**src/logic/periph_mux_params.svh**
```systemverilog
// Fixed numbers of the peripheral identifier and port A multiplexing glue.
// Included by the package alone; holds definitions only.
`ifndef PERIPH_MUX_PARAMS_SVH
`define PERIPH_MUX_PARAMS_SVH

// Identifier of each interrupt source and clock gate.
`define ID_FAST_INT      5'd0
`define ID_SYSTEM        5'd1
`define ID_IO_PORT_A     5'd2
`define ID_IO_PORT_B     5'd3
`define ID_IO_PORT_C     5'd4
`define ID_CONVERTER     5'd5
`define ID_RESERVED_0    5'd15
`define ID_RESERVED_1    5'd16
`define ID_USB_HOST      5'd20
`define ID_EXT_INT_0     5'd29
`define ID_EXT_INT_1     5'd30
`define ID_EXT_INT_2     5'd31

// Gates that set and clear commands never touch.
`define NO_CLOCK_MASK    32'he010_0023
// Interrupt sources that carry no peripheral line.
`define RESERVED_MASK    32'h0001_8000
`define CLK_GATE_RESET   32'h0000_0000

// Port A lines that carry a function B signal.
`define PORT_A_HAS_B     32'hffc0_0c3b
// Port A lines whose function B output is a copy of another line's.
`define PA_B_DUP_0       5'd23
`define PA_B_DUP_0_SRC   5'd10
`define PA_B_DUP_1       5'd24
`define PA_B_DUP_1_SRC   5'd11
`define PORT_A_PSR_RESET 32'h0000_0000
`define PORT_A_AB_RESET  32'h0000_0000
`define PORT_A_PU_RESET  32'hffff_ffff

`endif

```
**src/logic/periph_mux_pkg.sv**
```systemverilog
// Types shared by the identifier and pin multiplexing glue and its bench.
// Assumes the constants header sits beside it.
package periph_mux_pkg;
  `include "periph_mux_params.svh"

  // Clock gate commands, one bit per identifier, one-cycle masks.
  typedef struct packed {
    logic [31:0] set;
    logic [31:0] clr;
  } clk_cmd_type;

  // Converter handshake that steers its automatic clock.
  typedef struct packed {
    logic req;
    logic done;
    logic sleep;
  } conv_ctrl_type;

  // Port A line control; the masks are one-cycle pulses, the last two levels.
  typedef struct packed {
    logic [31:0] psr_set;
    logic [31:0] psr_clr;
    logic [31:0] sel_b;
    logic [31:0] sel_a;
    logic [31:0] pull_set;
    logic [31:0] pull_clr;
    logic [31:0] gpio_out;
    logic [31:0] gpio_oe;
  } pio_ctrl_type;

  // One peripheral function's drive toward the lines, indexed by line.
  typedef struct packed {
    logic [31:0] out;
    logic [31:0] oe;
  } periph_drive_type;

  typedef enum logic {CONV_CLK_OFF, CONV_CLK_ON} conv_state_type;
endpackage

```
**src/logic/periph_id_pin_mux.sv**
```systemverilog
// Peripheral identifier glue and port A pin multiplexing.
// Assumes peripherals, clock gates and the control logic share CORE_CLK;
// pad inputs and external interrupt pins are asynchronous.
// Gate and interrupt vectors are 32 identifiers wide; port A has LINES lines.
`timescale 1ns/100ps

module periph_id_pin_mux
  import periph_mux_pkg::*;
#(
  parameter int LINES = 32
)
(
  input  wire logic             CORE_CLK,
  input  wire logic             ARST_N,
  input  wire logic             CLK_EN,
  input  wire logic [31:0]      PERIPH_IRQ,
  input  wire logic [6:0]       SYS_IRQ,
  input  wire logic             FAST_INT_PIN,
  input  wire logic [2:0]       EXT_INT_PIN,
  input  clk_cmd_type           CLK_CMD,
  input  conv_ctrl_type         CONV_CTRL,
  input  pio_ctrl_type          PIO_CTRL,
  input  periph_drive_type      FUNC_A,
  input  periph_drive_type      FUNC_B,
  input  wire logic [LINES-1:0] PAD_IN,
  output logic [31:0]           IRQ_SOURCE,
  output logic [31:0]           PERIPH_CLK_EN,
  output logic                  SYS_CLK_EN,
  output logic [LINES-1:0]      PAD_OUT,
  output logic [LINES-1:0]      PAD_OE,
  output logic [LINES-1:0]      PAD_PULLUP,
  output logic [LINES-1:0]      PERIPH_SELECT_STATUS,
  output logic [LINES-1:0]      FUNC_A_IN,
  output logic [LINES-1:0]      FUNC_B_IN
);

  // Line whose function B output feeds a given line.
  // Two output-only signals appear on two lines each, so those lines read
  // the drive of their twin rather than a bit of their own.
  function automatic int b_source(input int line);
    if (line == int'(`PA_B_DUP_0))
    begin
      return int'(`PA_B_DUP_0_SRC);
    end
    if (line == int'(`PA_B_DUP_1))
    begin
      return int'(`PA_B_DUP_1_SRC);
    end
    return line;
  endfunction

  // Synchroniser stages for interrupt pins and pads.
  logic [3:0]       ext_meta;
  logic [3:0]       ext_sync;
  logic [LINES-1:0] pad_meta;
  logic [LINES-1:0] pad_sync;

  // Next values of the interrupt and clock gate vectors.
  logic [31:0]      next_irq;
  logic [31:0]      next_gate;
  logic [31:0]      cmd_set;
  logic [31:0]      cmd_clr;

  // Converter clock state machine.
  conv_state_type   conv_state;
  conv_state_type   next_conv_state;

  // Line selection and multiplexer results.
  logic [LINES-1:0] ab_select;
  logic [LINES-1:0] sel_a;
  logic [LINES-1:0] sel_b;
  logic [LINES-1:0] next_out;
  logic [LINES-1:0] next_oe;
  logic [LINES-1:0] has_b;

  // Lines that carry a function B signal; the others never drive under B.
  assign has_b = LINES'(`PORT_A_HAS_B);

  // Two-stage synchronisers for external interrupt pins and pads.
  // A pin change therefore reaches IRQ_SOURCE on the third enabled edge.
  always_ff @(posedge CORE_CLK or negedge ARST_N)
  begin
    if (!ARST_N)
    begin
      ext_meta <= 4'h0;
      ext_sync <= 4'h0;
      pad_meta <= '0;
      pad_sync <= '0;
    end
    else if (CLK_EN)
    begin
      ext_meta <= {EXT_INT_PIN, FAST_INT_PIN};
      ext_sync <= ext_meta;
      pad_meta <= PAD_IN;
      pad_sync <= pad_meta;
    end
  end

  // Source lines by identifier; system sources merge onto one line.
  // Reserved sources are forced low so that a stray input cannot raise them.
  always_comb
  begin
    next_irq = PERIPH_IRQ & ~`RESERVED_MASK;
    next_irq[`ID_FAST_INT] = ext_sync[0];
    next_irq[`ID_SYSTEM] = |SYS_IRQ;
    next_irq[`ID_EXT_INT_0] = ext_sync[1];
    next_irq[`ID_EXT_INT_1] = ext_sync[2];
    next_irq[`ID_EXT_INT_2] = ext_sync[3];
  end

  // Registered interrupt source vector.
  always_ff @(posedge CORE_CLK or negedge ARST_N)
  begin
    if (!ARST_N)
    begin
      IRQ_SOURCE <= 32'h0000_0000;
    end
    else if (CLK_EN)
    begin
      IRQ_SOURCE <= next_irq;
    end
  end

  // Commands on ungated identifiers are masked off; set wins over clear.
  // The converter bit follows its own state machine, never a command.
  always_comb
  begin
    cmd_set = CLK_CMD.set & ~`NO_CLOCK_MASK;
    cmd_clr = CLK_CMD.clr & ~`NO_CLOCK_MASK;
    next_gate = (PERIPH_CLK_EN & ~cmd_clr) | cmd_set;
    next_gate[`ID_CONVERTER] = (next_conv_state == CONV_CLK_ON);
  end

  // Converter clock starts on a request and, in sleep, ends per conversion.
  // A request in the same cycle as a completion keeps the clock running.
  always_comb
  begin
    next_conv_state = conv_state;
    unique case (conv_state)
      CONV_CLK_OFF:
      begin
        if (CONV_CTRL.req)
        begin
          next_conv_state = CONV_CLK_ON;
        end
      end
      CONV_CLK_ON:
      begin
        if (CONV_CTRL.done && CONV_CTRL.sleep && !CONV_CTRL.req)
        begin
          next_conv_state = CONV_CLK_OFF;
        end
      end
    endcase
  end

  // Converter clock state.
  always_ff @(posedge CORE_CLK or negedge ARST_N)
  begin
    if (!ARST_N)
    begin
      conv_state <= CONV_CLK_OFF;
    end
    else if (CLK_EN)
    begin
      conv_state <= next_conv_state;
    end
  end

  // Peripheral clock gates; system peripherals keep a running clock.
  // SYS_CLK_EN stays a flip-flop so that every output leaves a register.
  always_ff @(posedge CORE_CLK or negedge ARST_N)
  begin
    if (!ARST_N)
    begin
      PERIPH_CLK_EN <= `CLK_GATE_RESET;
      SYS_CLK_EN    <= 1'b1;
    end
    else if (CLK_EN)
    begin
      PERIPH_CLK_EN <= next_gate;
      SYS_CLK_EN    <= 1'b1;
    end
  end

  // Peripheral select status; every line resets to general I/O.
  // A set and a clear of one line in the same cycle leave it set.
  always_ff @(posedge CORE_CLK or negedge ARST_N)
  begin
    if (!ARST_N)
    begin
      PERIPH_SELECT_STATUS <= `PORT_A_PSR_RESET;
    end
    else if (CLK_EN)
    begin
      PERIPH_SELECT_STATUS <= (PERIPH_SELECT_STATUS & ~PIO_CTRL.psr_clr)
                              | PIO_CTRL.psr_set;
    end
  end

  // Function A or B choice; a B request wins over an A request.
  // The choice only matters while the status bit of the line is high.
  always_ff @(posedge CORE_CLK or negedge ARST_N)
  begin
    if (!ARST_N)
    begin
      ab_select <= `PORT_A_AB_RESET;
    end
    else if (CLK_EN)
    begin
      ab_select <= (ab_select & ~PIO_CTRL.sel_a) | PIO_CTRL.sel_b;
    end
  end

  // Pull-ups come out of reset enabled on every line.
  // This keeps undriven pads at a static level as soon as reset ends.
  always_ff @(posedge CORE_CLK or negedge ARST_N)
  begin
    if (!ARST_N)
    begin
      PAD_PULLUP <= `PORT_A_PU_RESET;
    end
    else if (CLK_EN)
    begin
      PAD_PULLUP <= (PAD_PULLUP & ~PIO_CTRL.pull_clr) | PIO_CTRL.pull_set;
    end
  end

  // Per-line multiplexer of general I/O, function A and function B.
  // General I/O takes the line whenever its status bit is low.
  genvar g;
  generate
    for (g = 0; g < LINES; g++)
    begin : line_mux
      // Bit of the function B drive that this line shows.
      localparam int SRC = b_source(g);
      // Status low means general I/O; the A/B bit picks the function.
      assign sel_a[g] = PERIPH_SELECT_STATUS[g] & ~ab_select[g];
      assign sel_b[g] = PERIPH_SELECT_STATUS[g] & ab_select[g];
      // Function B output may be a copy of another line's.
      always_comb
      begin
        if (sel_a[g])
        begin
          next_out[g] = FUNC_A.out[g];
          next_oe[g]  = FUNC_A.oe[g];
        end
        else if (sel_b[g])
        begin
          next_out[g] = has_b[g] & FUNC_B.out[SRC];
          next_oe[g]  = has_b[g] & FUNC_B.oe[SRC];
        end
        else
        begin
          next_out[g] = PIO_CTRL.gpio_out[g];
          next_oe[g]  = PIO_CTRL.gpio_oe[g];
        end
      end
    end
  endgenerate

  // Pad drive; outputs stay off until a function or general output drives.
  // Level and enable change on the same edge so the pad sees no mixed state.
  always_ff @(posedge CORE_CLK or negedge ARST_N)
  begin
    if (!ARST_N)
    begin
      PAD_OUT <= '0;
      PAD_OE  <= '0;
    end
    else if (CLK_EN)
    begin
      PAD_OUT <= next_out;
      PAD_OE  <= next_oe;
    end
  end

  // Pad levels return only to the function that the line selects.
  // A line in general I/O mode returns zero to both functions.
  always_ff @(posedge CORE_CLK or negedge ARST_N)
  begin
    if (!ARST_N)
    begin
      FUNC_A_IN <= '0;
      FUNC_B_IN <= '0;
    end
    else if (CLK_EN)
    begin
      FUNC_A_IN <= pad_sync & sel_a;
      FUNC_B_IN <= pad_sync & sel_b & has_b;
    end
  end

endmodule

```
**config.mk**
```make
export PLATFORM = sky130hd
export DESIGN_NAME = periph_id_pin_mux
export DESIGN_NICKNAME = d
export VERILOG_FILES = /design/src/logic/periph_mux_pkg.sv /design/src/logic/periph_id_pin_mux.sv
export VERILOG_INCLUDE_DIRS = /design/src /design/src/logic
export SDC_FILE = /design/constraint.sdc
export NUM_CORES = 1
export LEC_CHECK = 0
export BUFFER_PORTS_ARGS = -buffer_cell sky130_fd_sc_hd__buf_2
export CORE_AREA = 2 2 309 311
export CTS_CLUSTER_SIZE = 14
export DETAILED_ROUTE_END_ITERATION = 8
export DIE_AREA = 0 0 311 313
export GPL_TIMING_DRIVEN = 0
export SLEW_MARGIN = 20
export SYNTH_ARGS = -nofsm -noshare
export SYNTH_HDL_FRONTEND = slang
export SYNTH_SLANG_ARGS = --single-unit
```
**constraint.sdc**
```tcl
create_clock -name CORE_CLK -period 0.95 [get_ports CORE_CLK]
set_input_delay 0.0475 -clock CORE_CLK [delete_from_list [all_inputs] [get_ports CORE_CLK]]
set_output_delay 0.0475 -clock CORE_CLK [all_outputs]
set_load 0.1 [all_outputs]
```
==> results of run 1 <==
-- synth_stat cells (31+ instances only) --
| cell | number | area [µm²] |
|---|---|---|
| a31oi_1 | 31 | 194 |
| nor2_1 | 31 | 116 |
| o21ai_0 | 49 | 245 |
| nand2_1 | 138 | 518 |
| inv_1 | 49 | 184 |
| o211ai_1 | 34 | 255 |
| a22o_1 | 122 | 1070 |
| mux2i_1 | 34 | 340 |
| nand3b_1 | 64 | 480 |
| buf_4 | 39 | 293 |
| nand2b_1 | 64 | 400 |
| mux2_2 | 101 | 1140 |
| buf_2 | 31 | 155 |
| dfstp_2 | 32 | 841 |
| nand4b_1 | 32 | 280 |
| dfrtp_1 | 305 | 7630 |
-- final cells by class --
| type | count | area, µm² |
|---|---|---|
| fillers | 8966 | 63000 |
| repair buffers | 1239 | 12500 |
| flip-flops and latches | 337 | 9080 |
| multi-input cells | 744 | 5770 |
| well taps | 1265 | 1580 |
| clock buffers | 62 | 1260 |
| plain buffers | 90 | 633 |
| inverters | 49 | 184 |
| clock inverters | 17 | 164 |
| diodes | 6 | 15.0 |
-- layer usage --
metal | share of wire | track usage
met4 | 0.051 | 0.0912
met2 | 0.49 | 0.315
met3 | 0.082 | 0.0545
met1 | 0.38 | 0.206
met5 | 0.0012 | 0
-- logic make-up after synthesis --
| logic type | count (synthesis) | share of synthesized area |
|---|---|---|
| flip-flops | 337 | 0.586 |
| buffers and inverters | 140 | 0.0559 |
| AO/OA/AOI/OAI | 236 | 0.122 |
| AND/OR/NAND/NOR | 349 | 0.133 |
| other | 2 | 0.000520 |
| multiplexers | 135 | 0.102 |
-- where the power goes --
part	switching [W]	internal [W]
clock network	0.00703	0.00982
registers	0.00220	0.0168
logic	0.0142	0.00926
total	0.0234	0.0358
-- through the flow --
step	power, W	setup TNS, ns
2_1_floorplan	0.0303	-6.68
5_1_grt	0.0611	-99.32
4_1_cts	0.0587	-98.73
3_3_place_gp	0.0349	-2714.82
6_report	0.0593	-85.44
3_5_place_dp	0.0350	-221.32
-- registers in the layout (all words and copies together), names as in the netlist, 17 cells and up --
signal,flops
FUNC_A_IN,32
PAD_OE,32
IRQ_SOURCE,30
PERIPH_CLK_EN,26
PAD_PULLUP,32
FUNC_B_IN,17
PAD_OUT,32
pad_meta,32
ab_select,32
pad_sync,32
PERIPH_SELECT_STATUS,32
-- what timing repair did --
| action | in CTS | in global routing |
|---|---|---|
| buffers inserted | 44 | 31 |
| pin swaps | 17 | 28 |
| gates cloned | 0 | 0 |
| resized for setup | 943 | 172 |
| hold endpoints to repair | 345 | 159 |
| endpoints found under the setup margin | 306 | 456 |
-- how the worst max path moves through the flow --
stage	slack, ns	cells after the start	from	endpoint
after floorplan	-0.24	2	PAD_OE[0]$_DFFE_PN0P_	PAD_OE[0]$_DFFE_PN0P_
after detailed placement	-0.96	5	CLK_EN	PAD_OUT[9]$_DFFE_PN0P_
after global routing	-0.58	1	PAD_PULLUP[1]$_DFFE_PN1P_	PAD_PULLUP[1]
after CTS	-0.59	1	PAD_PULLUP[1]$_DFFE_PN1P_	PAD_PULLUP[1]
final	-0.52	1	PAD_PULLUP[3]$_DFFE_PN1P_	PAD_PULLUP[3]
after global placement	-8.59	1	ARST_N	PERIPH_SELECT_STATUS[15]$_DFFE_PN0P_
-- cells in the final DEF, fill, tap and decap left out, types with 5 or more instances in the layout --
cell type	count
dfrtp_2	125
clkbuf_16	45
buf_6	48
dfrtp_1	93
buf_12	234
o21ai_1	40
dfrtp_4	87
a31oi_1	18
nand2_1	132
nand4_1	17
inv_1	49
dlygate4sd3_1	472
clkinv_2	7
a31oi_4	13
mux2i_1	28
conb_1	24
nand2b_4	29
clkbuf_1	13
o211ai_1	34
buf_2	498
o21ai_0	9
nand4b_1	32
dfstp_4	32
diode_2	6
a22o_1	122
nand2b_1	35
clkbuf_2	5
mux2i_4	5
clkbuf_8	7
nand3b_1	64
mux2_2	100
buf_4	61
nor2_1	31
==> impl_metrics.py, run 1 <==
metrics = {
    "pwr": {
        "p_leak_nw": 13.6,
        "ir_worst_vdd_uv": 1090,
        "powerDensity_nw_per_um2": 1900,
    },
    "synthesis": {
        "yosysUniqueCellTypes": 23,
        "synthArstFlopShare": 1.00,
        "seq_area_frac_synth": 0.586,
        "synth_seq_cells": 337,
        "syn_inst": 1199,
        "postSynthAreaPerCell_um2": 12.0,
        "synth_top_flop_cell": "dfrtp_1",
        "synthesis.area_um2": 14400,
        "synth_warnings": 0,
        "synth-edff-count": 0,
    },
    "setup_path": {
        "crit_type": "flip-flop to output port",
        "arrival_ns": 1.42,
        "cp_top_family": "flip-flops",
        "worstPathCellList": "buf_12",
        "worst_ep_required_time_ns": 0.90,
        "cp_slowest_cell": "dfstp_4",
        "r2r_start": "PERIPH_SELECT_STATUS[9]$_DFFE_PN0P_",
        "cpPeakStageDelay_ns": 0.64,
        "worstSetupEndpointType": "output port",
        "cp-start-kind": "flip-flop",
        "reg2reg_depth": 4,
        "r2r-end": "PAD_OUT[9]$_DFFE_PN0P_",
        "reg2reg_slack_ns": -0.22,
        "path_max_fanout": 2,
        "critPathBufInv": 1,
    },
    "placed_design": {
        "place.gp.congestion": 0.885,
        "dp.cells": 3195,
        "placed_cell_area_um2": 20500,
        "dp_hpwl_um": 61600,
        "dp_slack_ns": -0.960,
        "portBuffers": 705,
    },
    "hold_path": {
        "worstHoldPathType": "input pin to asynchronous set/reset pin",
    },
    "job": {
        "cap_violations": 0,
    },
    "floorplanning": {
        "die_area_um2": 97300,
        "fp.dieW_um": 311,
        "pin_count": 786,
        "die_h_um": 313,
        "start_util": 0.153,
        "coreArea_um2": 94200,
        "row_count": 113,
    },
    "global_route": {
        "overflow": 0,
        "grt_max_degree": 90,
        "track_usage": 0.183,
        "grt_pass1_vias": 17500,
        "grt_pass1_wl_um": 127000,
        "antenna_found_initial": 25,
    },
    "routing": {
        "wl_per_cell_um": 24.6,
        "dr.pass1.iters": 5,
        "via_per_inst": 4.20,
        "num_vias": 16000,
        "route.detailed.drc": 0,
        "first_iter_violations": 1008,
        "ant_nets": 0,
        "finalWirelength_um": 93600,
    },
    "finish": {
        "final_cell_area_um2": 31100,
        "drive_gt1_frac": 0.521,
        "final_cells": 3809,
        "final_util": 0.331,
        "nNetsFinal": 3033,
        "syn_to_final_growth_pct": 116,
    },
    "sta": {
        "fmax_ghz": 0.680,
        "rsz0062_at_grt": "yes",
        "worst_pin_slew_ns": 0.851,
        "finalHoldViolCount": 224,
        "slew_violations": 0,
        "slew_headroom": 0.433,
        "fin_worst_skew_ns": 0.0132,
        "fin_hold_ws_ns": -0.607,
        "setup_violations": 335,
        "setup_ws_ns": -0.520,
        "finalCritPeriodShare": 1.55,
        "min_period_ns": 1.47,
    },
    "run_status": {
        "status": "finished, violations left",
        "violations": "negative hold slack, negative setup slack",
    },
    "clock_network": {
        "cts_sinks": 337,
        "worst_skew_pair.late_latency_ns": 0.58,
        "cts_tree": "yes",
        "clk_pin_slew_worst_paths_ns": 0.06,
        "htree_levels": 2,
        "clk_path_buf_depth": 3,
        "hold_buffers": 472,
        "cts_root_buf": "clkbuf_16",
        "cts_made_buffers": 43,
    },
}
(Power assumes the default switching activity.)
==> run 2, diff against run 1 <==
--- a/config.mk
+++ b/config.mk
@@ -6,11 +6,11 @@
 export SDC_FILE = /design/constraint.sdc
 export NUM_CORES = 1
 export LEC_CHECK = 0
-export BUFFER_PORTS_ARGS = -buffer_cell sky130_fd_sc_hd__buf_2
-export CORE_AREA = 2 2 309 311
+export CORE_AREA = 2 2 305 307
 export CTS_CLUSTER_SIZE = 14
 export DETAILED_ROUTE_END_ITERATION = 8
-export DIE_AREA = 0 0 311 313
+export DIE_AREA = 0 0 307 309
+export DONT_BUFFER_PORTS = 1
 export GPL_TIMING_DRIVEN = 0
 export SLEW_MARGIN = 20
 export SYNTH_ARGS = -nofsm -noshare
==> run 2 against run 1 <==
Effect of this change: the flow still finishes with violations (negative hold slack, negative setup slack); sequential share of layout area up 11 points; critical path type unchanged; register-to-register slack got worse by 0.12 ns; first-iteration DRC count increased by 1.8%; worst hold slack worse by 0.23 ns; wire length shrank 14%; clock skew is 0.013 ns higher; critical path depth down 1; utilization decreased by 7.3 points; total power decreased by 13%; flip-flop and latch count stayed put; largest power group is now sequential cells.
==> impl_metrics.py, run 2 (synthesis results as in run 1) <==
metrics = {
    "global_route": {
        "top_usage_layer": "met2",
        "grt_max_degree": 338,
        "overflow": 0,
        "use_met2": 0.266,
        "track_usage": 0.162,
        "met1_usage": 0.183,
        "antenna_found_initial": 14,
        "use_met3": 0.0522,
        "grt_pass1_vias": 14100,
        "grt_pass1_wl_um": 107000,
    },
    "pwr": {
        "powerDensity_nw_per_um2": 2190,
        "p_leak_nw": 9.21,
        "ir_worst_vdd_uv": 1200,
    },
    "run_status": {
        "status": "finished, violations left",
        "violations": "negative hold slack, negative setup slack",
    },
    "sta": {
        "setup_violations": 464,
        "finalCritPeriodShare": 1.56,
        "worst_pin_slew_ns": 0.900,
        "fin_worst_skew_ns": 0.0265,
        "fmax_ghz": 0.675,
        "finalHoldViolCount": 337,
        "rsz0062_at_grt": "yes",
        "slew_headroom": 0.400,
        "setup_ws_ns": -0.532,
        "min_period_ns": 1.48,
        "slew_violations": 0,
        "fin_hold_ws_ns": -0.837,
    },
    "floorplanning": {
        "die_area_um2": 94900,
        "die_h_um": 309,
        "start_util": 0.158,
        "pin_count": 786,
        "fp.dieW_um": 307,
        "coreArea_um2": 91400,
        "row_count": 111,
    },
    "setup_path": {
        "cp-start-kind": "flip-flop",
        "r2r-end": "PAD_OUT[6]$_DFFE_PN0P_",
        "worst_ep_required_time_ns": 0.90,
        "crit_type": "flip-flop to output port",
        "arrival_ns": 1.43,
        "reg2reg_depth": 2,
        "r2r_start": "PERIPH_SELECT_STATUS[6]$_DFFE_PN0P_",
        "path_max_fanout": 2,
        "worstSetupEndpointType": "output port",
        "reg2reg_slack_ns": -0.34,
    },
    "finish": {
        "nNetsFinal": 2266,
        "layout_common_cells": "dlygate4sd3_1 (471), dfrtp_4 (201), nand2_1 (122), a22o_1 (122), dfrtp_1 (96)",
        "layout_commonest_cell": "dlygate4sd3_1",
        "multiInputGateArea_um2": 5690,
        "drive_gt1_frac": 0.314,
        "seq_area_um2": 9360,
        "final_cell_area_um2": 23500,
        "final_cells": 2966,
        "fillers": 9285,
        "syn_to_final_growth_pct": 62.7,
    },
    "placed_design": {
        "dp_slack_ns": -1.01,
        "dp_hpwl_um": 56100,
        "placed_cell_area_um2": 16700,
        "place.gp.congestion": 0.926,
        "portBuffers": 0,
        "dp.cells": 2407,
    },
    "routing": {
        "first_iter_violations": 1026,
        "finalWirelength_um": 80600,
        "ant_nets": 0,
        "num_vias": 12900,
        "route.detailed.drc": 0,
        "dr.pass1.iters": 6,
        "via_per_inst": 4.35,
        "wl_per_cell_um": 27.2,
    },
    "clock_network": {
        "worst_skew_pair.late_latency_ns": 0.60,
        "cts_tree": "yes",
        "cts_sinks": 337,
        "hold_buffers": 471,
        "cts_root_buf": "clkbuf_16",
        "clk_pin_slew_worst_paths_ns": 0.07,
        "htree_levels": 2,
        "clk_path_buf_depth": 3,
        "cts_made_buffers": 41,
    },
    "job": {
        "cap_violations": 0,
    },
    "hold_path": {
        "worstHoldPathType": "input pin to asynchronous set/reset pin",
    },
}
## run 2: cell count changes in the layout (fill, tap and decap cells not counted), sizes merged
cell,previous run,this run
buf,848,84
bufinv,2,4
clkbuf,71,63
clkinv,11,12
clkinvlp,1,3
diode,6,11
dlygate4sd3,472,471
inv,52,51
## run 2: worst max-delay path by stage
stage	from	end	cells after the start
final	PAD_PULLUP[0]$_DFFE_PN1P_	PAD_PULLUP[0]	0
after global routing	PAD_PULLUP[1]$_DFFE_PN1P_	PAD_PULLUP[1]	0
after CTS	PAD_PULLUP[1]$_DFFE_PN1P_	PAD_PULLUP[1]	0
after detailed placement	CLK_EN	PAD_OUT[8]$_DFFE_PN0P_	5
after global placement	CLK_EN	FUNC_B_IN[25]$_DFFE_PN0P_	4
after floorplan	PAD_OE[0]$_DFFE_PN0P_	PAD_OE[0]$_DFFE_PN0P_	2
## run 2: area by class of cell
cell class	instances	share of cell area
sequential	337	0.398
multi-input combinational	744	0.242
timing repair buffer	473	0.201
tap	1186	0.0631
clock buffer	54	0.0479
buffer	91	0.0281
clock inverter	21	0.0104
inverter	49	0.00783
antenna	11	0.00117
## run 2: where the power goes
part | internal [W] | switching (W)
Combinational | 0.00341 | 0.00301
Sequential | 0.0170 | 0.0114
Clock | 0.00950 | 0.00701
## run 2: metrics by stage
step	setup TNS [ns]	total power (W)	hold slack, ns	utilization
after global routing	-119.64	0.0528	-0.895	0.257
after CTS	-113.86	0.0514	-0.911	0.256
after floorplan	-6.68	0.0303	-0.248	-
final	-102.56	0.0514	-0.837	0.257
after detailed placement	-175.19	0.0326	-0.239	0.183
after global placement	-181.65	0.0324	-0.238	0.183
## run 2: layer usage
layer  vias to the layer above  routed length (µm)
li1                       5326                   -
met1                      6496               31200
met2                       851               38000
met3                       233                6700
met4                         6                4740
met5                         -                  41
## run 2: timing repair
| action | 4_1_cts | 5_1_grt |
|---|---|---|
| setup buffers | 1 | 1 |
| hold endpoints to repair | 585 | 337 |
| endpoints found under the setup margin | 465 | 466 |
| pin swaps | 54 | 47 |
| resized for setup | 215 | 36 |
| gates cloned | 0 | 0 |
